==> src/hw/sbp_pkg.sv <==
// Constants, register map and types for the shared I/O bus port.
package sbp_pkg;

  localparam int CLK_MHZ = 100;
  localparam int EB_W = 16;
  localparam int TMR_W = 8;
  localparam int SYNC_W = 21;

  // Register byte offsets.
  localparam logic [7:0] REG_CMD = 8'h00;
  localparam logic [7:0] REG_DOUT = 8'h04;
  localparam logic [7:0] REG_STAT = 8'h08;
  localparam logic [7:0] REG_DIN = 8'h0c;
  localparam logic [7:0] REG_CTRL = 8'h10;
  localparam logic [7:0] REG_TADDR = 8'h14;
  localparam logic [7:0] REG_TOUT = 8'h18;
  localparam logic [7:0] REG_TIN = 8'h1c;
  localparam logic [7:0] REG_AREG = 8'h20;
  localparam logic [7:0] REG_BREG = 8'h24;

  // Command word fields on the shared bus.
  localparam int EB_EXC = 11;
  localparam int EB_SNS = 12;
  localparam int EB_DIN = 13;
  localparam int EB_DOUT = 14;
  localparam int EB_OP_LO = 11;
  localparam int EB_OP_HI = 14;
  localparam int EB_CLR = 8;
  localparam int EB_SEL_LO = 6;
  localparam int EB_SEL_HI = 7;
  localparam int EB_LOC_LO = 1;
  localparam logic [1:0] SEL_MEM = 2'h0;
  localparam logic [1:0] SEL_A = 2'h1;
  localparam logic [1:0] SEL_B = 2'h2;

  // Control and status bits.
  localparam int CTRL_SYSRST = 0;
  localparam int CTRL_PRIO = 1;
  localparam int CTRL_TRAP_EN = 2;
  localparam int CTRL_INT_EN = 3;
  localparam int CTRL_W = 4;
  localparam logic [3:0] CTRL_RST = 4'h0;
  localparam int STAT_BUSY = 0;
  localparam int STAT_SENSE = 1;
  localparam int STAT_INT = 2;
  localparam int STAT_TRAP = 3;
  localparam int STAT_ERR = 4;
  localparam int STAT_PRIO_IN = 5;
  localparam int STAT_IRQ = 6;
  localparam int STAT_TRAP_IN = 7;

  // Phase timing.
  localparam int ADDR_SETUP_NS = 100;
  localparam int FR_PULSE_NS = 450;
  localparam int ADDR_HOLD_NS = 100;
  localparam int DIN_WAIT_NS = 700;
  localparam int DR_PULSE_NS = 450;
  localparam int DATA_HOLD_NS = 100;
  localparam int JUMP_NS = 1000;
  localparam int IUC_KHZ = 1100;
  localparam int SETUP_CYC = (ADDR_SETUP_NS * CLK_MHZ + 999) / 1000;
  localparam int FR_CYC = (FR_PULSE_NS * CLK_MHZ + 999) / 1000;
  localparam int HOLD_CYC = (ADDR_HOLD_NS * CLK_MHZ + 999) / 1000;
  localparam int DIN_CYC = (DIN_WAIT_NS * CLK_MHZ + 999) / 1000;
  localparam int DR_CYC = (DR_PULSE_NS * CLK_MHZ + 999) / 1000;
  localparam int DHOLD_CYC = (DATA_HOLD_NS * CLK_MHZ + 999) / 1000;
  localparam int JUMP_CYC = (JUMP_NS * CLK_MHZ + 999) / 1000;
  localparam int IUC_HALF = (CLK_MHZ * 1000) / (2 * IUC_KHZ);

  typedef enum logic [3:0] {
    ST_IDLE, ST_SETUP, ST_FR, ST_FHOLD, ST_GAP, ST_DR, ST_DHOLD, ST_JUMP
  } sbp_state_t;

  typedef enum logic [2:0] {
    OP_NONE, OP_EXC, OP_SNS, OP_DIN, OP_DOUT, OP_TOUT, OP_TIN, OP_INT
  } sbp_op_t;

endpackage : sbp_pkg

==> src/hw/sbp_sync.sv <==
// Two-stage synchroniser for inputs arriving from the cable.
`timescale 1ns/1ps
module sbp_sync #(
  parameter int W = 1
) (
  // Clock and reset
  input wire logic hclk,
  input wire logic hresetn,
  // Data
  input wire logic [W-1:0] d,
  output logic [W-1:0] q
);

  logic [W-1:0] meta_q;
  logic [W-1:0] sync_q;

  always_ff @(posedge hclk or negedge hresetn) begin
    if (!hresetn) begin
      meta_q <= '0;
      sync_q <= '0;
    end else begin
      meta_q <= d;
      sync_q <= meta_q;
    end
  end

  assign q = sync_q;

endmodule : sbp_sync

==> src/hw/sbp_iuc_div.sv <==
// Divider that makes the interrupt clock and stops it on demand.
`timescale 1ns/1ps
module sbp_iuc_div import sbp_pkg::*; (
  // Clock and reset
  input wire logic hclk,
  input wire logic hresetn,
  // Control and clock out
  input wire logic stop,
  output logic iuc
);

  localparam logic [TMR_W-1:0] HALF_M1 = TMR_W'(IUC_HALF - 1);

  logic [TMR_W-1:0] cnt_q;
  logic iuc_q;
  wire wrap = (cnt_q == HALF_M1);

  // Stopping parks the clock low so modules see a clean restart.
  always_ff @(posedge hclk or negedge hresetn) begin
    if (!hresetn) begin
      cnt_q <= '0;
      iuc_q <= 1'b0;
    end else if (stop) begin
      cnt_q <= '0;
      iuc_q <= 1'b0;
    end else begin
      cnt_q <= wrap ? '0 : cnt_q + 1'b1;
      iuc_q <= wrap ? ~iuc_q : iuc_q;
    end
  end

  assign iuc = iuc_q;

endmodule : sbp_iuc_div

==> src/hw/sbp_io_port.sv <==
// Computer-side I/O section of the shared bus, with an AHB-Lite slave.
//
// Summary of operation
// - Sense/control single phase; transfers use two.
// - Every phase ends with a control pulse.
// - Lines 11-14 name the operation kind.
// - Function-ready pulse marks code or address present.
// - Acknowledge true: module address; else device address.
// - Data-ready pulse marks data, second phase.
// - Interrupt request, location placed under acknowledge.
// - Trap: address with function-ready, data with data-ready.
// - Interrupt clock 1.1 MHz, stopped under acknowledge.
// - Priority chain decides interrupt and trap modules; traps here ignore priority out.
// - Interrupt-jump line true during interrupt jump.
// - Sense code: line 12, function, device address.
// - Control code: line 11, function, device address.
// - Out line 14, in line 13, register select.
// - Line 8 clears selected register.
// - Interrupt location on lines 01 to 15.
`timescale 1ns/1ps
module sbp_io_port import sbp_pkg::*; (
  // AHB-Lite slave
  input wire logic hclk,
  input wire logic hresetn,
  input wire logic hsel,
  input wire logic [31:0] haddr,
  input wire logic [1:0] htrans,
  input wire logic hwrite,
  input wire logic [2:0] hsize,
  input wire logic [31:0] hwdata,
  input wire logic hready,
  output logic [31:0] hrdata,
  output logic hreadyout,
  output logic hresp,
  // Shared bus lines
  input wire logic [EB_W-1:0] ebus_i,
  output logic [EB_W-1:0] ebus_o,
  output logic ebus_oe,
  // Control lines from the computer
  output logic function_ready_pulse,
  output logic data_ready_pulse,
  output logic interrupt_acknowledge_line,
  output logic interrupt_clock_line,
  output logic interrupt_jump_line,
  output logic system_reset_line,
  output logic priority_out_line,
  // Control lines from the modules
  input wire logic sense_return_line,
  input wire logic interrupt_request_line,
  input wire logic trap_output_request,
  input wire logic trap_input_request,
  input wire logic priority_in_line
);

  // Cable inputs are asynchronous to hclk.
  logic [SYNC_W-1:0] sync_s;
  sbp_sync #(.W(SYNC_W)) u_sync (
    .hclk(hclk),
    .hresetn(hresetn),
    .d({priority_in_line, trap_input_request, trap_output_request,
        interrupt_request_line, sense_return_line, ebus_i}),
    .q(sync_s)
  );
  wire [EB_W-1:0] eb_s = sync_s[EB_W-1:0];
  wire sns_s = sync_s[EB_W];
  wire irq_s = sync_s[EB_W+1];
  wire tout_s = sync_s[EB_W+2];
  wire tin_s = sync_s[EB_W+3];
  wire pin_s = sync_s[EB_W+4];

  // AHB-Lite slave: always ready, always OKAY; reads are registered.
  logic wr_q;
  logic [7:0] waddr_q;
  logic [31:0] hrdata_q;
  logic [31:0] rd_w;
  wire ahb_go = hsel && hready && htrans[1];
  wire [7:0] ra = haddr[7:0];

  always_ff @(posedge hclk or negedge hresetn) begin
    if (!hresetn) begin
      wr_q <= 1'b0;
      waddr_q <= '0;
      hrdata_q <= '0;
    end else begin
      wr_q <= ahb_go && hwrite;
      waddr_q <= ahb_go ? ra : waddr_q;
      hrdata_q <= (ahb_go && !hwrite) ? rd_w : hrdata_q;
    end
  end

  assign hrdata = hrdata_q;
  assign hreadyout = 1'b1;
  assign hresp = 1'b0;

  wire wr_cmd = wr_q && (waddr_q == REG_CMD);
  wire wr_dout = wr_q && (waddr_q == REG_DOUT);
  wire wr_stat = wr_q && (waddr_q == REG_STAT);
  wire wr_ctrl = wr_q && (waddr_q == REG_CTRL);
  wire wr_tout = wr_q && (waddr_q == REG_TOUT);
  wire wr_a = wr_q && (waddr_q == REG_AREG);
  wire wr_b = wr_q && (waddr_q == REG_BREG);

  // Software registers.
  logic [EB_W-1:0] cmd_q, dout_q, tout_q, din_q, tin_q, taddr_q, a_q, b_q;
  logic [CTRL_W-1:0] ctrl_q;
  logic pend_q, sense_q, int_q, trap_q, err_q, tdir_q;
  logic [31:0] stat_w;

  // Sequencer state.
  sbp_state_t st_q, st_d;
  sbp_op_t op_q, op_d;
  logic [TMR_W-1:0] tmr_q, tmr_d;
  logic [EB_W-1:0] ebus_o_q, ebus_o_d;
  logic oe_q, fr_q, dr_q, ack_q, jump_q, sysrst_q, prio_q;

  wire busy = (st_q != ST_IDLE) || pend_q;
  wire cmd_ok = wr_cmd && !busy;
  wire tmr_end = (tmr_q == '0);
  wire fr_end = (st_q == ST_FR) && tmr_end;
  wire fhold_end = (st_q == ST_FHOLD) && tmr_end;
  wire dr_end = (st_q == ST_DR) && tmr_end;
  wire dhold_end = (st_q == ST_DHOLD) && tmr_end;

  // Operation decode of the pending command word.
  wire [3:0] cmd_op = cmd_q[EB_OP_HI:EB_OP_LO];
  wire [1:0] cmd_sel = cmd_q[EB_SEL_HI:EB_SEL_LO];
  wire cmd_clr = cmd_q[EB_CLR] && (cmd_sel != SEL_MEM);
  wire is_exc = (cmd_op == 4'h1);
  wire is_sns = (cmd_op == 4'h2);
  wire is_din = (cmd_op == 4'h4);
  wire is_dout = (cmd_op == 4'h8);
  wire cmd_legal = is_exc || is_sns || is_din || is_dout;
  wire [3:0] wcmd_op = hwdata[EB_OP_HI:EB_OP_LO];
  wire wcmd_legal = (wcmd_op == 4'h1) || (wcmd_op == 4'h2) ||
                    (wcmd_op == 4'h4) || (wcmd_op == 4'h8);

  // Traps win over interrupts, which win over program commands.
  wire trap_go = ctrl_q[CTRL_TRAP_EN] && (tout_s || tin_s);
  wire int_go = ctrl_q[CTRL_INT_EN] && prio_q && irq_s;
  wire [2:0] start_op = trap_go ? (tout_s ? OP_TOUT : OP_TIN) :
                        int_go ? OP_INT :
                        (pend_q && is_exc) ? OP_EXC :
                        (pend_q && is_sns) ? OP_SNS :
                        (pend_q && is_din) ? OP_DIN :
                        (pend_q && is_dout) ? OP_DOUT : OP_NONE;

  wire two_phase = (op_q == OP_DIN) || (op_q == OP_DOUT) ||
                   (op_q == OP_TOUT) || (op_q == OP_TIN);
  wire in_phase = (op_q == OP_DIN) || (op_q == OP_TIN);
  wire ack_op_d = (op_d == OP_TOUT) || (op_d == OP_TIN) || (op_d == OP_INT);
  wire out_op_d = (op_d == OP_DOUT) || (op_d == OP_TOUT);
  wire p1_d = (st_d == ST_SETUP) || (st_d == ST_FR) || (st_d == ST_FHOLD);
  wire p2_d = (st_d == ST_GAP) || (st_d == ST_DR) || (st_d == ST_DHOLD);
  wire ack_d = ack_op_d && (p1_d || p2_d);
  wire [EB_W-1:0] out_word = (op_d == OP_TOUT) ? tout_q :
                             (cmd_sel == SEL_A) ? a_q :
                             (cmd_sel == SEL_B) ? b_q : dout_q;

  function automatic logic [TMR_W-1:0] dur(sbp_state_t s, logic inp);
    int n;
    n = 1;
    unique case (s)
      ST_SETUP: n = SETUP_CYC;
      ST_FR: n = FR_CYC;
      ST_FHOLD: n = HOLD_CYC;
      ST_GAP: n = inp ? DIN_CYC : SETUP_CYC;
      ST_DR: n = DR_CYC;
      ST_DHOLD: n = DHOLD_CYC;
      ST_JUMP: n = JUMP_CYC;
      ST_IDLE: n = 1;
    endcase
    return TMR_W'(n - 1);
  endfunction : dur

  always_comb begin
    st_d = st_q;
    op_d = op_q;
    unique case (st_q)
      ST_IDLE: begin
        op_d = sbp_op_t'(start_op);
        st_d = (start_op != OP_NONE) ? ST_SETUP : ST_IDLE;
      end
      ST_SETUP: st_d = tmr_end ? ST_FR : ST_SETUP;
      ST_FR: st_d = tmr_end ? ST_FHOLD : ST_FR;
      ST_FHOLD: begin
        if (tmr_end) begin
          st_d = two_phase ? ST_GAP :
                 (op_q == OP_INT) ? ST_JUMP : ST_IDLE;
        end
      end
      ST_GAP: st_d = tmr_end ? ST_DR : ST_GAP;
      ST_DR: st_d = tmr_end ? ST_DHOLD : ST_DR;
      ST_DHOLD: st_d = tmr_end ? ST_IDLE : ST_DHOLD;
      ST_JUMP: st_d = tmr_end ? ST_IDLE : ST_JUMP;
    endcase
    if (st_d == ST_IDLE) begin
      op_d = OP_NONE;
    end
    tmr_d = (st_d != st_q) ? dur(st_d, in_phase) : tmr_q - 1'b1;
    if (p1_d && !ack_op_d) begin
      ebus_o_d = cmd_q;
    end else if (p2_d && out_op_d) begin
      ebus_o_d = out_word;
    end else begin
      ebus_o_d = '0;
    end
  end

  // Line outputs are the registered image of the next state.
  always_ff @(posedge hclk or negedge hresetn) begin
    if (!hresetn) begin
      st_q <= ST_IDLE;
      op_q <= OP_NONE;
      tmr_q <= '0;
      ebus_o_q <= '0;
      oe_q <= 1'b0;
      fr_q <= 1'b0;
      dr_q <= 1'b0;
      ack_q <= 1'b0;
      jump_q <= 1'b0;
    end else begin
      st_q <= st_d;
      op_q <= op_d;
      tmr_q <= tmr_d;
      ebus_o_q <= ebus_o_d;
      oe_q <= (p1_d && !ack_op_d) || (p2_d && out_op_d);
      fr_q <= (st_d == ST_FR);
      dr_q <= (st_d == ST_DR);
      ack_q <= ack_d;
      jump_q <= (st_d == ST_JUMP);
    end
  end

  // System reset stays true through the computer's own reset.
  always_ff @(posedge hclk or negedge hresetn) begin
    if (!hresetn) begin
      sysrst_q <= 1'b1;
      prio_q <= 1'b0;
    end else begin
      sysrst_q <= ctrl_q[CTRL_SYSRST];
      prio_q <= ctrl_q[CTRL_PRIO];
    end
  end

  sbp_iuc_div u_iuc (
    .hclk(hclk),
    .hresetn(hresetn),
    .stop(ack_d),
    .iuc(interrupt_clock_line)
  );

  // Command, data and control registers.
  always_ff @(posedge hclk or negedge hresetn) begin
    if (!hresetn) begin
      cmd_q <= '0;
      pend_q <= 1'b0;
      dout_q <= '0;
      tout_q <= '0;
      ctrl_q <= CTRL_RST;
    end else begin
      cmd_q <= (cmd_ok && wcmd_legal) ? hwdata[EB_W-1:0] : cmd_q;
      pend_q <= (cmd_ok && wcmd_legal) ||
                (pend_q && !(st_q == ST_IDLE && start_op >= OP_EXC &&
                             start_op <= OP_DOUT));
      dout_q <= wr_dout ? hwdata[EB_W-1:0] : dout_q;
      tout_q <= wr_tout ? hwdata[EB_W-1:0] : tout_q;
      ctrl_q <= wr_ctrl ? hwdata[CTRL_W-1:0] : ctrl_q;
    end
  end

  // Captures at the trailing edge of each control pulse, sense at the end of the hold after function-ready.
  wire cap_sense = fhold_end && (op_q == OP_SNS);
  wire cap_loc = fr_end && (op_q == OP_INT);
  wire cap_taddr = fr_end && ((op_q == OP_TOUT) || (op_q == OP_TIN));
  wire cap_din = dr_end && (op_q == OP_DIN);
  wire cap_tin = dr_end && (op_q == OP_TIN);
  wire trap_done = dhold_end && ((op_q == OP_TOUT) || (op_q == OP_TIN));
  wire out_clr = dhold_end && (op_q == OP_DOUT) && cmd_clr;
  wire [EB_W-1:0] a_in = (cmd_clr ? '0 : a_q) | eb_s;
  wire [EB_W-1:0] b_in = (cmd_clr ? '0 : b_q) | eb_s;
  wire clr_int = wr_stat && hwdata[STAT_INT];
  wire clr_trap = wr_stat && hwdata[STAT_TRAP];
  wire clr_err = wr_stat && hwdata[STAT_ERR];
  wire set_err = wr_cmd && (busy || !wcmd_legal);

  always_ff @(posedge hclk or negedge hresetn) begin
    if (!hresetn) begin
      sense_q <= 1'b0;
      taddr_q <= '0;
      din_q <= '0;
      tin_q <= '0;
      tdir_q <= 1'b0;
    end else begin
      sense_q <= cap_sense ? sns_s : sense_q;
      taddr_q <= cap_loc ? {eb_s[EB_W-1:EB_LOC_LO], 1'b0} :
                 cap_taddr ? eb_s : taddr_q;
      din_q <= (cap_din && cmd_sel == SEL_MEM) ? eb_s : din_q;
      tin_q <= cap_tin ? eb_s : tin_q;
      tdir_q <= cap_taddr ? (op_q == OP_TIN) : tdir_q;
    end
  end

  // Input ORs into a register unless the command clears it first.
  always_ff @(posedge hclk or negedge hresetn) begin
    if (!hresetn) begin
      a_q <= '0;
      b_q <= '0;
    end else begin
      a_q <= wr_a ? hwdata[EB_W-1:0] :
             (cap_din && cmd_sel == SEL_A) ? a_in :
             (out_clr && cmd_sel == SEL_A) ? '0 : a_q;
      b_q <= wr_b ? hwdata[EB_W-1:0] :
             (cap_din && cmd_sel == SEL_B) ? b_in :
             (out_clr && cmd_sel == SEL_B) ? '0 : b_q;
    end
  end

  // Sticky flags: a new event beats a clear in the same cycle.
  always_ff @(posedge hclk or negedge hresetn) begin
    if (!hresetn) begin
      int_q <= 1'b0;
      trap_q <= 1'b0;
      err_q <= 1'b0;
    end else begin
      int_q <= cap_loc || (int_q && !clr_int);
      trap_q <= trap_done || (trap_q && !clr_trap);
      err_q <= set_err || (err_q && !clr_err);
    end
  end

  always_comb begin
    stat_w = '0;
    stat_w[STAT_BUSY] = busy;
    stat_w[STAT_SENSE] = sense_q;
    stat_w[STAT_INT] = int_q;
    stat_w[STAT_TRAP] = trap_q;
    stat_w[STAT_ERR] = err_q;
    stat_w[STAT_PRIO_IN] = pin_s;
    stat_w[STAT_IRQ] = irq_s;
    stat_w[STAT_TRAP_IN] = tdir_q;
  end

  assign rd_w = (ra == REG_CMD) ? {16'h0000, cmd_q} :
                (ra == REG_DOUT) ? {16'h0000, dout_q} :
                (ra == REG_STAT) ? stat_w :
                (ra == REG_DIN) ? {16'h0000, din_q} :
                (ra == REG_CTRL) ? {28'h0000000, ctrl_q} :
                (ra == REG_TADDR) ? {16'h0000, taddr_q} :
                (ra == REG_TOUT) ? {16'h0000, tout_q} :
                (ra == REG_TIN) ? {16'h0000, tin_q} :
                (ra == REG_AREG) ? {16'h0000, a_q} :
                (ra == REG_BREG) ? {16'h0000, b_q} : 32'h00000000;

  assign ebus_o = ebus_o_q;
  assign ebus_oe = oe_q;
  assign function_ready_pulse = fr_q;
  assign data_ready_pulse = dr_q;
  assign interrupt_acknowledge_line = ack_q;
  assign interrupt_jump_line = jump_q;
  assign system_reset_line = sysrst_q;
  assign priority_out_line = prio_q;

  // Checks on the line sequencing.
  localparam int FR_M1 = FR_CYC - 1;
  localparam int DR_M1 = DR_CYC - 1;
  localparam int DR_MAX = HOLD_CYC + DIN_CYC + 2;
endmodule : sbp_io_port

==> config.mk <==
export PLATFORM = sky130hd
export DESIGN_NAME = sbp_io_port
export DESIGN_NICKNAME = d
export VERILOG_FILES = /design/src/hw/sbp_pkg.sv /design/src/hw/sbp_sync.sv /design/src/hw/sbp_iuc_div.sv /design/src/hw/sbp_io_port.sv
export SDC_FILE = /design/constraint.sdc
export NUM_CORES = 1
export LEC_CHECK = 0
export ABC_CLOCK_PERIOD_IN_PS = 3050
export BUFFER_PORTS_ARGS = -buffer_cell sky130_fd_sc_hd__buf_2
export CAP_MARGIN = 20
export CORE_UTILIZATION = 45
export CTS_BUF_LIST = sky130_fd_sc_hd__clkbuf_4
export DETAILED_ROUTE_END_ITERATION = 6
export HOLD_SLACK_MARGIN = 0.05
export PLACE_DENSITY = 0.72
export SYNTH_ARGS = -nofsm -noshare
export SYNTH_HDL_FRONTEND = slang
export SYNTH_SLANG_ARGS = --single-unit
==> constraint.sdc <==
create_clock -name hclk -period 3.05 [get_ports hclk]
set_clock_uncertainty 0.1 [all_clocks]
set_input_delay 0.915 -clock hclk [delete_from_list [all_inputs] [get_ports hclk]]
set_output_delay 0.915 -clock hclk [all_outputs]
set_load 0.1 [all_outputs]
Yosys cells after proc, flatten, opt, wreduce, memory -nomap -nowiden:

Index checks and enable logic that the tools add are counted.

* word-level logic and storage cells: 242
* output and inout port bits: 58
* input bits: 95
* register bits: 268

* $lt $le $gt $ge: 2
* reductions and logical operators: 98
* add/subtract/negate cells: 3
* bitwise gates (word level): 3
* muxes and demuxes: 52
* equal/unequal tests: 51

Operators by type and width (number)
* $mux W16: 25
* $logic_and A1 B1 Y1: 51
* $eq A8 B5 Y1 const B: 6
* $eq A4 B3 Y1 const B: 10
* $eq A8 B6 Y1 const B: 5
* $pmux W8 S5: 1
* $mux W3: 12
* $or A16 B16 Y16: 2
* $pmux W4 S8: 1
* $eq A3 B3 Y1 const B: 8
* $eq A4 B2 Y1 const B: 6
* $eq A8 B4 Y1 const B: 3
* $logic_not A8 Y1: 3
* $logic_or A1 B1 Y1: 24
* $mux W8: 3
* $eq A4 B1 Y1 const B: 4
* $eq A8 B3 Y1 const B: 2
* $reduce_bool A3 Y1: 3
* $add A8 B1 Y8 const B: 1
* $eq A4 B4 Y1 const B: 2
* $logic_not A1 Y1: 8
* $logic_not A4 Y1: 2
* $sub A8 B1 Y8 const B: 1
* $sub A8 B2 Y8 const B: 1
* other kinds (16): 25

Depth between registers and ports, before layout:

Gate-level depths: netlist (run 1).

* depth after elaboration: 19
* mapped depth: 14
* depth with buffers taken out: 12

Cells and area by module:

A second synthesis (run 1) with hierarchy kept.

* cells, all modules: 1003
* area, all modules: 11868.9 um^2

By module, submodules not included
* sbp_io_port: seq. area each 5031.1 um^2, cells an instance 915, area each 10356.2 um^2, instances 1
* sbp_sync: seq. area each 1051.0 um^2, cells an instance 42, area each 1051.0 um^2, instances 1
* sbp_iuc_div: seq. area each 225.2 um^2, cells an instance 46, area each 461.7 um^2, instances 1

Worst setup path before layout (run 1):

OpenSTA, ideal clock, no wires.

* kind: reg2reg
* start point: reg prio_q (netlist: priority_out_line)
* end point: reg ebus_o_q[5] (netlist: ebus_o[5])
* slack: 0.134 ns
* buffers on the path: 2
* period minus slack after synthesis: 2.916 ns
* data arrival time: 2.672 ns
* stages on the path, launching flop included: 9
* library setup time: 0.145 ns
* required time: 2.805 ns
* cell sequence: dfrtp_1 a32o_1 a41oi_1 o21ai_0 nor3_2 and2_1 buf_2 buf_2 o221ai_1

* cells in the longest elaborated chain, start to end: 15
* elaborated cells between the ends (all ways): 33
* those cells by class: 10 x eq/ne; 9 x mux; 14 x reduce/logical

RTL lines
* from (decl): RTL line sbp_io_port.sv:114 `logic oe_q, fr_q, dr_q, ack_q, jump_q, sysrst_q, prio_q;`
* from (signal assigned): RTL line sbp_io_port.sv:241 `prio_q <= ctrl_q[CTRL_PRIO];`
* $logic_and A1 B1 Y1 * (2 in a row): RTL line sbp_io_port.sv:139 `wire int_go = ctrl_q[CTRL_INT_EN] && prio_q && irq_s;`
* $mux W3 *: RTL line sbp_io_port.sv:141 `int_go ? OP_INT :`
* $mux W3 *: RTL line sbp_io_port.sv:140 `wire [2:0] start_op = trap_go ? (tout_s ? OP_TOUT : OP_TIN) :`
* $reduce_bool A3 Y1: RTL line sbp_io_port.sv:181 `st_d = (start_op != OP_NONE) ? ST_SETUP : ST_IDLE;`
* $mux W1: RTL line sbp_io_port.sv:181
* $pmux W4 S8: RTL line sbp_io_port.sv:178 `unique case (st_q)`
* $logic_not A4 Y1: RTL line sbp_io_port.sv:196 `if (st_d == ST_IDLE) begin`
* $mux W3: RTL line sbp_io_port.sv:196
* $eq A3 B3 Y1, on equally long branches: RTL line sbp_io_port.sv:150, sbp_io_port.sv:151, sbp_io_port.sv:155
* $logic_or A1 B1 Y1 (2 in a row): RTL line sbp_io_port.sv:150 `wire ack_op_d = (op_d == OP_TOUT) || (op_d == OP_TIN) || (op_d == OP_INT);`
* $logic_not A1 Y1: RTL line sbp_io_port.sv:200 `if (p1_d && !ack_op_d) begin`
* $logic_and A1 B1 Y1: RTL line sbp_io_port.sv:200
* $mux W16 *: RTL line sbp_io_port.sv:200
* net ebus_o_d[5]: RTL line sbp_io_port.sv:113 `logic [EB_W-1:0] ebus_o_q, ebus_o_d;`
* to (signal assigned): RTL line sbp_io_port.sv:225 `ebus_o_q <= ebus_o_d;`
* to (decl): RTL line sbp_io_port.sv:113

Mark *: on every way through the listed nets, which the timed path passes. The rest lies on a longest branch.
A chain may end at the register's enable or synchronous reset.

Worst setup path after layout (run 1):

* start point: reg st_q[0]
* end point: reg cmd_q[8]

* cells in the longest elaborated chain, start to end: 5

RTL lines
* from (decl): RTL line sbp_io_port.sv:110 `sbp_state_t st_q, st_d;`
* from (signal assigned): RTL line sbp_io_port.sv:222 `st_q <= st_d;`
* $reduce_bool A4 Y1: RTL line sbp_io_port.sv:116 `wire busy = (st_q != ST_IDLE) || pend_q;`
* $logic_or A1 B1 Y1: RTL line sbp_io_port.sv:116
* $logic_not A1 Y1: RTL line sbp_io_port.sv:117 `wire cmd_ok = wr_cmd && !busy;`
* $logic_and A1 B1 Y1: RTL line sbp_io_port.sv:117
* $logic_and A1 B1 Y1: RTL line sbp_io_port.sv:261 `cmd_q <= (cmd_ok && wcmd_legal) ? hwdata[EB_W-1:0] : cmd_q;`
* to (signal assigned): RTL line sbp_io_port.sv:261
* to (decl): RTL line sbp_io_port.sv:104 `logic [EB_W-1:0] cmd_q, dout_q, tout_q, din_q, tin_q, taddr_q, a_q, b_q;`

Every way passes these cells.

==> impl_metrics.py, run 1 <==
metrics = {
    "status": {
        "status": "complete, no violations",
    },
    "clock_tree": {
        "cts_made_buffers": 70,
        "cts_hold_buf": 0,
        "root_buffer": "clkbuf_4",
        "cts_tree": "yes",
        "clk_latency_ns": 0.68,
        "htreeDepth": 3,
        "clock_sinks": 252,
        "clk_path_buf_depth": 3,
        "clk_pin_slew_worst_paths_ns": 0.06,
    },
    "drt": {
        "routed_wl_mm": 34.2,
        "via_per_inst": 5.94,
        "drcViolationCount": 0,
        "num_vias": 9559,
        "wire_per_inst_um": 21.3,
        "drtAntennaViolNets": 0,
        "dr.pass1.iters": 7,
        "drtIter0Drc": 1065,
    },
    "global_routing": {
        "grt_max_degree": 80,
        "grt_pass1_wl_mm": 52.8,
        "grt-ovfl-total": 0,
        "grt_use_total_pct": 26.2,
        "grt_pass1_vias": 9424,
        "antenna_found_initial": 2,
    },
    "synth": {
        "ys.flop_type": "dfrtp_1",
        "synth.most_common_cell": "dfrtp_1",
        "ys_types": 78,
        "syn_area_per_cell_um2": 11.3,
        "ys_warn_count": 0,
        "synth_commonest_cells": "251 x dfrtp_1, 133 x nand2_1, 118 x mux2_2, 48 x nor2_1, 45 x a22oi_1",
        "ys_async_sr_fraction_pct": 100,
        "syn-cell-area_um2": 11800,
        "ys_seq_area_share_pct": 53.6,
        "synth_largest_area_cell": "dfrtp_1",
        "synthCells": 1039,
        "synthTopCellsByArea": "dfrtp_1 53%, mux2_2 11%, nand2_1 4.2%",
        "ys_ff_latch": 252,
        "synth_edf_count": 0,
        "synth_top_area_share_pct": 53.4,
    },
    "critical_path": {
        "r2r-end": "cmd_q[8]",
        "ff2ff_setup_slack_ns": 0.15,
        "crit_family": "simple AND/OR/NAND/NOR gates",
        "critPathMaxFanout": 14,
        "cp_num_buf_inv": 1,
        "worstReg2RegStart": "st_q[0]",
        "arrival_ns": 3.34,
        "timing_worst_setup_path_type": "register to register",
        "path_cells": "or4_1 -> nor2_1 -> nand2_1 -> or4_1 -> buf_12 -> mux2_2",
        "max_stage_delay_ns": 0.64,
        "endpoint_kind": "register",
        "required_ns": 3.49,
        "critPathMostFrequentCell": "or4_1",
        "worstSetupStartpointType": "register",
        "crit_slowest_cell": "or4_1",
        "reg2reg_depth": 6,
    },
    "timing": {
        "fmax_mhz": 345,
        "rsz0062_at_grt": "no",
        "finalCritPeriodShare_pct": 95.1,
        "layout_min_cycle_time_ns": 2.90,
        "relSlewSlack_pct": 25.2,
        "final_hold_viol_count": 0,
        "tns_ns": 0,
        "finalMaxSlewViolations": 0,
        "worst_pin_slew_ns": 1.12,
        "setup_viol": 0,
    },
    "run": {
        "maxCapViolations": 0,
    },
    "die": {
        "ios": 153,
        "initial_core_util_pct": 46.3,
        "die_y_um": 164,
        "row_count": 58,
        "coreArea_um2": 25400,
        "die_w_um": 164,
        "die_area_um2": 26800,
    },
    "power_and_ir_drop": {
        "pwr-share-comb_pct": 18.4,
        "intPower_mw": 6.04,
        "power.share.clock_pct": 37.7,
        "power_switching_mw": 2.74,
        "p_seq_share_pct": 43.9,
        "p_leak_nw": 6.52,
        "ir_drop_mv": 0.383,
        "swShare_pct": 31.2,
        "power_density_nw_per_um2": 622,
        "power.total_mw": 8.78,
    },
    "finish": {
        "drive_above_1_share_pct": 34.4,
        "final_nets": 1328,
        "syn2layout_area_growth_pct": 20.0,
        "post-route-util_pct": 55.6,
        "stdcell_area_um2": 14100,
        "nFillCells": 2160,
    },
    "placed_design": {
        "placed_area_um2": 13100,
        "port_buffers": 90,
        "place_hpwl_mm": 23.5,
        "finalWeightedCongestion": 0.955,
    },
    "hold_path": {
        "worstHoldPathType": "input pin to asynchronous set/reset pin",
    },
}
metrics by stage:
step	setup slack [ns]	cells	hold WS (ns)
2_1_floorplan	0.134	1056	0.231
5_1_grt	0.0136	1609	0.130
4_1_cts	0.0353	1608	0.117
6_report	0.149	1609	0.109
3_5_place_dp	0.00109	1487	0.235
3_3_place_gp	0.0220	1487	0.234
power by group through the flow:
stage	combinational, mW	clock (mW)	sequential [mW]
CTS	1.59	3.40	3.85
floorplan	0.830	0	4.14
global route	1.74	3.60	3.88
finish	1.61	3.31	3.85
detailed placement	1.58	0	3.91
global placement	1.55	0	3.89
per-layer routing:
metal,global-route usage [%],vias up,share of wire (%)
li1,-,4232,-
met1,34.0,4687,40
met2,41.1,532,47
met3,7.24,106,9.7
met4,11.3,2,3.4
met5,0,-,0.029
area by class of cell:
cell class	count	area, um^2	share of cell area (%)
Antenna cell	1	2.50	0.0177
Clock buffer	106	796	5.64
Clock inverter	15	165	1.17
Inverter	33	124	0.877
Multi-Input combinational cell	697	5080	36.0
Sequential cell	252	6310	44.7
Tap cell	330	413	2.92
Timing Repair Buffer	175	1230	8.69
layout by cell type (no fill, tap or decap), drive strengths merged, types with 5 or more instances in the layout:
| cell type | instances |
|---|---|
| nand4 | 29 |
| nand3 | 35 |
| or4 | 6 |
| nand2 | 133 |
| xnor2 | 6 |
| a222oi | 16 |
| buf | 175 |
| a22oi | 45 |
| nand2b | 5 |
| nor3 | 17 |
| clkbuf | 106 |
| mux2 | 119 |
| conb | 19 |
| o211ai | 9 |
| o21ai | 18 |
| mux2i | 36 |
| and2 | 7 |
| xor2 | 11 |
| inv | 33 |
| a21oi | 25 |
| o221ai | 20 |
| a311oi | 6 |
| clkinv | 10 |
| nor2 | 49 |
| dfrtp | 251 |
registers in the layout, indices dropped and copies added, names as in the netlist, 3 cells and up:
register	flops
u_sync.q	21
cmd_q	16
waddr_q	8
tin_q	16
ctrl_q	4
u_sync.meta_q	21
tout_q	16
hrdata	16
b_q	16
taddr_q	16
ebus_o	16
op_q	3
st_q	4
din_q	16
dout_q	16
a_q	16
u_iuc.cnt_q	8
tmr_q	8
cells by family after synthesis:
family	after synthesis	share of synthesized area, %
DFF	252	53.6
adders and majority gates	4	0.426
and+or+nand+nor	317	13.3
buffers and inverters	107	4.33
muxes	155	14.5
xor gates and xnor gates	17	1.27
other	2	0.0638
AOI/OAI and AO/OA	185	12.5
repair_timing:
item                                    4_1_cts  5_1_grt
buffers inserted                              0        0
gates resized for setup                       2       11
pin swaps                                     0        2
endpoints found under the setup margin        1       17
worst max path at each step:
stage                     depth (start not counted)         end  slack, ns               from
final                                             6    cmd_q[8]       0.15            st_q[0]
after global routing                             12    tmr_q[2]       0.01           tmr_q[0]
after CTS                                        12    tmr_q[2]       0.04           tmr_q[0]
after detailed placement                          9   hrdata[5]      0.001           haddr[5]
after global placement                            9  hrdata[14]       0.02           haddr[5]
after floorplan                                   8   ebus_o[5]       0.13  priority_out_line
Power figures use the tool's default switching activity.
==> run 2: changes to the inputs <==
Settings changed: BUFFER_PORTS_ARGS -buffer_cell sky130_fd_sc_hd__buf_2 to -buffer_cell sky130_fd_sc_hd__clkbuf_2.
==> run 2 against run 1 <==
Compared with the run above: the run now ends with design-rule violations left; register-to-register slack worse by 0.03 ns; total power is 2.2% lower; flip-flop and latch count stayed put; design area is 0.33% lower; largest cell class unchanged; largest power group unchanged.
==> impl_metrics.py, run 2 (synthesized netlist as in run 1, its figures left out) <==
metrics = {
    "status": {
        "status": "finished with violations",
        "violations": "design-rule violations",
    },
    "clock_tree": {
        "clk_latency_ns": 0.69,
        "clk_pin_slew_worst_paths_ns": 0.08,
        "cts_hold_buf": 0,
        "htreeDepth": 3,
        "cts_made_buffers": 71,
        "clock_sinks": 252,
        "root_buffer": "clkbuf_4",
        "clk_path_buf_depth": 3,
        "cts_tree": "yes",
    },
    "drt": {
        "drcViolationCount": 1,
        "via_per_inst": 5.91,
        "drtIter0Drc": 942,
        "dr.pass1.iters": 7,
        "drtAntennaViolNets": 0,
        "wire_per_inst_um": 20.8,
        "routed_wl_mm": 33.6,
        "num_vias": 9538,
    },
    "critical_path": {
        "timing_worst_setup_path_type": "register to register",
        "worstSetupStartpointType": "register",
        "critPathMostFrequentCell": "or4_1",
        "crit_slowest_cell": "or4_1",
        "endpoint_kind": "register",
        "path_cells": "or4_1 -> nor2_2 -> nand2_1 -> or4_1 -> buf_12 -> mux2_2",
        "required_ns": 3.47,
        "arrival_ns": 3.35,
        "crit_family": "simple AND/OR/NAND/NOR gates",
        "critPathMaxFanout": 14,
        "cp_num_buf_inv": 1,
        "max_stage_delay_ns": 0.66,
    },
    "finish": {
        "syn2layout_area_growth_pct": 19.6,
        "drive_above_1_share_pct": 34.5,
        "nFillCells": 2220,
        "layout_common_cells": "251 x dfrtp_1, 133 x nand2_1, 118 x mux2_2, 103 x clkbuf_4, 89 x clkbuf_2",
        "final_nets": 1334,
        "final_common_cell": "dfrtp_1",
    },
    "hold_path": {
        "worstHoldPathType": "input pin to asynchronous set/reset pin",
    },
    "timing": {
        "final_hold_viol_count": 0,
        "fmax_mhz": 341,
        "whs_ns": 0.114,
        "finalCritPeriodShare_pct": 96.1,
        "layout_min_cycle_time_ns": 2.93,
        "setup_viol": 0,
        "finalMaxSlewViolations": 0,
        "worst_pin_slew_ns": 1.14,
        "tns_ns": 0,
        "relSlewSlack_pct": 23.9,
        "rsz0062_at_grt": "yes",
    },
    "global_routing": {
        "grt-ovfl-total": 0,
        "grt_pass1_wl_mm": 52.5,
        "grt_max_degree": 71,
        "grt_pass1_vias": 9452,
        "grt_use_total_pct": 26.0,
        "antenna_found_initial": 1,
    },
    "power_and_ir_drop": {
        "power_density_nw_per_um2": 610,
        "ir_drop_mv": 0.399,
        "p_leak_nw": 6.50,
    },
    "die": {
        "initial_core_util_pct": 46.3,
        "coreArea_um2": 25400,
        "die_w_um": 164,
        "ios": 153,
        "die_area_um2": 26800,
        "row_count": 58,
        "die_y_um": 164,
    },
    "placed_design": {
        "port_buffers": 90,
        "finalWeightedCongestion": 0.902,
        "place_hpwl_mm": 23.2,
    },
    "run": {
        "maxCapViolations": 0,
    },
}
-- run 2: timing repair --
item	CTS	global route
setup buffers	0	2
gates cloned	0	0
endpoints found under the setup margin	1	22
resized for setup	1	10
pin swaps	0	1
-- run 2: routing by layer --
layer	vias to the layer above	GRT usage (%)	routed length, um
li1	4230	-	-
met1	4722	34.7	14000
met2	485	40.1	15500
met3	101	4.70	2740
met4	0	13.9	1370
met5	-	0	0
-- run 2: path summary, 6_finish.rpt --
path	slack [ns]	startpoint	end	cells past startpoint
max in group asynchronous	1.96	hresetn	u_sync.meta_q[5]	2
min in group hclk	0.24	u_sync.meta_q[2]	u_sync.q[2]	0
hold / removal	0.11	hresetn	st_q[0]	1
hold reg to reg	0.24	u_sync.meta_q[2]	u_sync.q[2]	0
setup reg to reg	0.12	st_q[0]	cmd_q[7]	6
setup / recovery	0.12	st_q[0]	cmd_q[7]	6
-- run 2: metrics by stage --
stage                     instances  setup slack [ns]  power [mW]  utilization (%)  cell area, um^2
after floorplan                1056             0.134        4.97                -            11800
after detailed placement       1490           -0.0774        5.49             51.6            13100
final                          1613             0.118        8.59             55.4            14100
after CTS                      1610            0.0408        8.64             55.1            14000
after global placement         1490           -0.0389        5.45             51.6            13100
after global routing           1613           -0.0687        9.02             55.4            14100
-- run 2: cell type report --
| class | instances | area (um^2) | share of cell area, % |
|---|---|---|---|
| sequential | 252 | 6310 | 44.8 |
| timing repair buffer | 180 | 1250 | 8.90 |
| clock buffer | 103 | 773 | 5.49 |
| multi-input combinational | 697 | 5080 | 36.1 |
| tap | 330 | 413 | 2.93 |
| clock inverter | 17 | 118 | 0.836 |
| antenna | 1 | 2.50 | 0.0178 |
| inverter | 33 | 124 | 0.880 |
-- run 2: power by group --
| part | internal [mW] | leakage, nW | total, mW | switching [mW] |
|---|---|---|---|---|
| registers | 3.60 | 3.12 | 3.86 | 0.261 |
| clock network | 1.71 | 0.536 | 3.10 | 1.39 |
| logic | 0.537 | 2.85 | 1.63 | 1.09 |
| total | 5.84 | 6.50 | 8.59 | 2.75 |
==> run 3: changes to the inputs <==
Settings changed: ABC_AREA set to 1.
==> run 3 against run 2 <==
Compared with the run above: the run still ends with design-rule violations left; total power is 0.13% higher; worst hold slack lost 0.0021 ns; non-clock buffer count is 31 lower; first-iteration DRC count is 37% higher; final cell count rose by 25%; die area increased by 2.4%; combinational power rose by 9%; register-to-register slack improved by 0.15 ns; clock power is 5% lower; critical path depth is 9 higher; synthesized area up 2.4%; sequential share of layout area increased by 0.41 points; critical endpoint is now ebus_o[2].
==> impl_metrics.py, run 3 <==
metrics = {
    "synth": {
        "syn-cell-area_um2": 12000,
        "synth-compound-area-share_pct": 14.7,
        "synth_largest_area_cell": "dfrtp_1",
        "ys.flop_type": "dfrtp_1",
        "synth.most_common_cell": "nand2_1",
        "synth_edf_count": 0,
        "synth_fa_ha_area_share_pct": 0.416,
        "yosys.area_share.xor_xnor_pct": 0.800,
        "synth_commonest_cells": "384 x nand2_1, 251 x dfrtp_1, 204 x o21ai_0, 165 x inv_1, 89 x nand3_1",
        "synth_top_area_share_pct": 52.2,
        "synthCells": 1471,
        "ys_ff_latch": 252,
        "ys_types": 47,
        "ys_warn_count": 0,
        "synth_top_family_by_area": "simple AND/OR/NAND/NOR gates",
        "synth.area.mux_share_pct": 0,
        "syn_area_per_cell_um2": 8.19,
        "ys_seq_area_share_pct": 52.4,
        "ys_async_sr_fraction_pct": 100,
        "synth-simple-area-share_pct": 22.8,
        "synthTopCellsByArea": "dfrtp_1 52%, nand2_1 12%, o21ai_0 8.5%",
    },
    "status": {
        "violations": "design-rule violations",
        "status": "finished with violations",
    },
    "critical_path": {
        "timing_worst_setup_path_type": "register to register",
        "path_cells": "inv_1 -> ha_1 -> nand2_2 -> nor2_8 -> buf_4 -> nand2_1 -> nand3_1 -> nor2_2 -> nand2_2 -> nand2_4 -> nand3_4 -> nand4_2 -> nand2_1 -> nand3_1 -> nand2_1",
        "critPathMostFrequentCell": "nand2_1",
        "endpoint_kind": "register",
        "critPathMaxFanout": 16,
        "ff2ff_setup_slack_ns": 0.26,
        "crit_slowest_cell": "dfrtp_1",
        "worstSetupStartpointType": "register",
        "crit_family": "simple AND/OR/NAND/NOR gates",
        "arrival_ns": 3.27,
        "required_ns": 3.54,
        "cp_num_buf_inv": 2,
        "max_stage_delay_ns": 0.38,
    },
    "finish": {
        "final_common_cell": "nand2_1",
        "syn2layout_area_growth_pct": 15.8,
        "multiInputGateArea_um2": 4750,
        "seqCellArea_um2": 6310,
        "drive_above_1_share_pct": 18.4,
        "final_nets": 1735,
        "layout_common_cells": "384 x nand2_1, 251 x dfrtp_1, 203 x o21ai_0, 165 x inv_1, 106 x clkbuf_4",
        "nFillCells": 2487,
    },
    "power_and_ir_drop": {
        "power_density_nw_per_um2": 617,
        "p_leak_nw": 7.35,
        "ir_drop_mv": 0.219,
    },
    "die": {
        "die_area_um2": 27400,
        "initial_core_util_pct": 46.1,
        "ios": 153,
        "die_w_um": 166,
        "coreArea_um2": 26100,
        "row_count": 59,
        "die_y_um": 166,
    },
    "timing": {
        "final_hold_viol_count": 0,
        "setup_slack_ns": 0.264,
        "worst_pin_slew_ns": 0.646,
        "layout_min_cycle_time_ns": 2.79,
        "fmax_mhz": 359,
        "finalMaxSlewViolations": 0,
        "finalCritPeriodShare_pct": 91.3,
        "setup_viol": 0,
        "rsz0062_at_grt": "no",
        "tns_ns": 0,
        "relSlewSlack_pct": 56.9,
    },
    "drt": {
        "drtIter0Drc": 1290,
        "drcViolationCount": 16,
        "num_vias": 10857,
        "dr.pass1.iters": 7,
        "drtAntennaViolNets": 0,
        "wire_per_inst_um": 16.8,
        "routed_wl_mm": 34.0,
        "via_per_inst": 5.38,
    },
    "clock_tree": {
        "cts_hold_buf": 0,
        "cts_tree": "yes",
        "root_buffer": "clkbuf_4",
        "clk_latency_ns": 0.68,
        "clk_path_buf_depth": 3,
        "htreeDepth": 3,
        "clock_sinks": 252,
        "cts_made_buffers": 70,
        "clk_pin_slew_worst_paths_ns": 0.06,
    },
    "global_routing": {
        "antenna_found_initial": 1,
        "grt_pass1_wl_mm": 54.1,
        "grt_use_total_pct": 25.1,
        "grt_pass1_vias": 10275,
        "grt_max_degree": 70,
        "grt-ovfl-total": 0,
    },
    "placed_design": {
        "dp_slack_ns": 0.179,
        "port_buffers": 90,
        "finalWeightedCongestion": 0.910,
        "place_hpwl_mm": 24.5,
    },
    "run": {
        "maxCapViolations": 0,
    },
    "hold_path": {
        "worstHoldPathType": "input pin to asynchronous set/reset pin",
    },
}
run 3: kinds of logic (layout without fill, tap and decap cells):
kind of cell / count (synthesis) / count (layout)
adder cells (fa/ha/maj): 4 / 4
AND/OR/NAND/NOR: 632 / 632
buffers and inverters: 253 / 446
other: 2 / 20
flip-flops: 252 / 252
XOR/XNOR: 11 / 11
AO/OA/AOI/OAI: 317 / 317
run 3: worst register-to-register path, stage by stage, from the launching register on:
cell and delay (ns):
dfrtp_1 0.38, inv_1 0.08, ha_1 0.24, nand2_2 0.15, nor2_8 0.20, buf_4 0.16
nand2_1 0.11, nand3_1 0.13, nor2_2 0.04, nand2_2 0.10, nand2_4 0.09, nand3_4 0.13
nand4_2 0.37, nand2_1 0.20, nand3_1 0.13, nand2_1 0.10
run 3: path summary, 6_finish.rpt:
check | from | cells past startpoint | to
max | tmr_q[0] | 15 | ebus_o[2]
min | hresetn | 1 | u_iuc.cnt_q[1]
max reg2reg | tmr_q[0] | 15 | ebus_o[2]
min reg2reg | u_sync.meta_q[18] | 0 | u_sync.q[18]
max in group asynchronous | hresetn | 2 | u_sync.meta_q[10]
min in group hclk | u_sync.meta_q[18] | 0 | u_sync.q[18]
run 3: layout make-up:
type / count / area share, %
Multi-Input combinational cell: 983 / 34.0
Clock buffer: 106 / 5.71
Clock inverter: 11 / 0.296
Inverter: 180 / 4.86
Tap cell: 335 / 3.01
Timing Repair Buffer: 149 / 6.84
Sequential cell: 252 / 45.2
Antenna cell: 1 / 0.0179
run 3: metal layers:
metal / wire (um) / global-route usage [%]
met5: 0 / 0
met4: 942 / 9.31
met3: 3600 / 5.97
met2: 15000 / 38.4
met1: 14400 / 34.8
run 3: timing repair:
| item | CTS | global route |
|---|---|---|
| setup buffers | 0 | 4 |
| endpoints found under the setup margin | 0 | 3 |
| gates resized for setup | 0 | 1 |
run 3: metrics by stage:
stage / utilization, % / hold slack (ns) / power, mW / instances / cell area, um^2
global placement: 50.0 / 0.234 / 5.60 / 1895 / 13100
floorplan: - / 0.231 / 5.23 / 1488 / 12100
finish: 53.4 / 0.112 / 8.60 / 2017 / 13900
CTS: 53.2 / 0.0984 / 8.65 / 2012 / 13900
detailed placement: 50.0 / 0.235 / 5.67 / 1895 / 13100
global route: 53.4 / 0.114 / 9.10 / 2017 / 13900
run 3: where the power goes:
part	internal, mW	switching (mW)	total [mW]
registers	3.64	0.232	3.87
logic	0.492	1.28	1.77
clock network	1.57	1.39	2.95
total	5.70	2.90	8.60
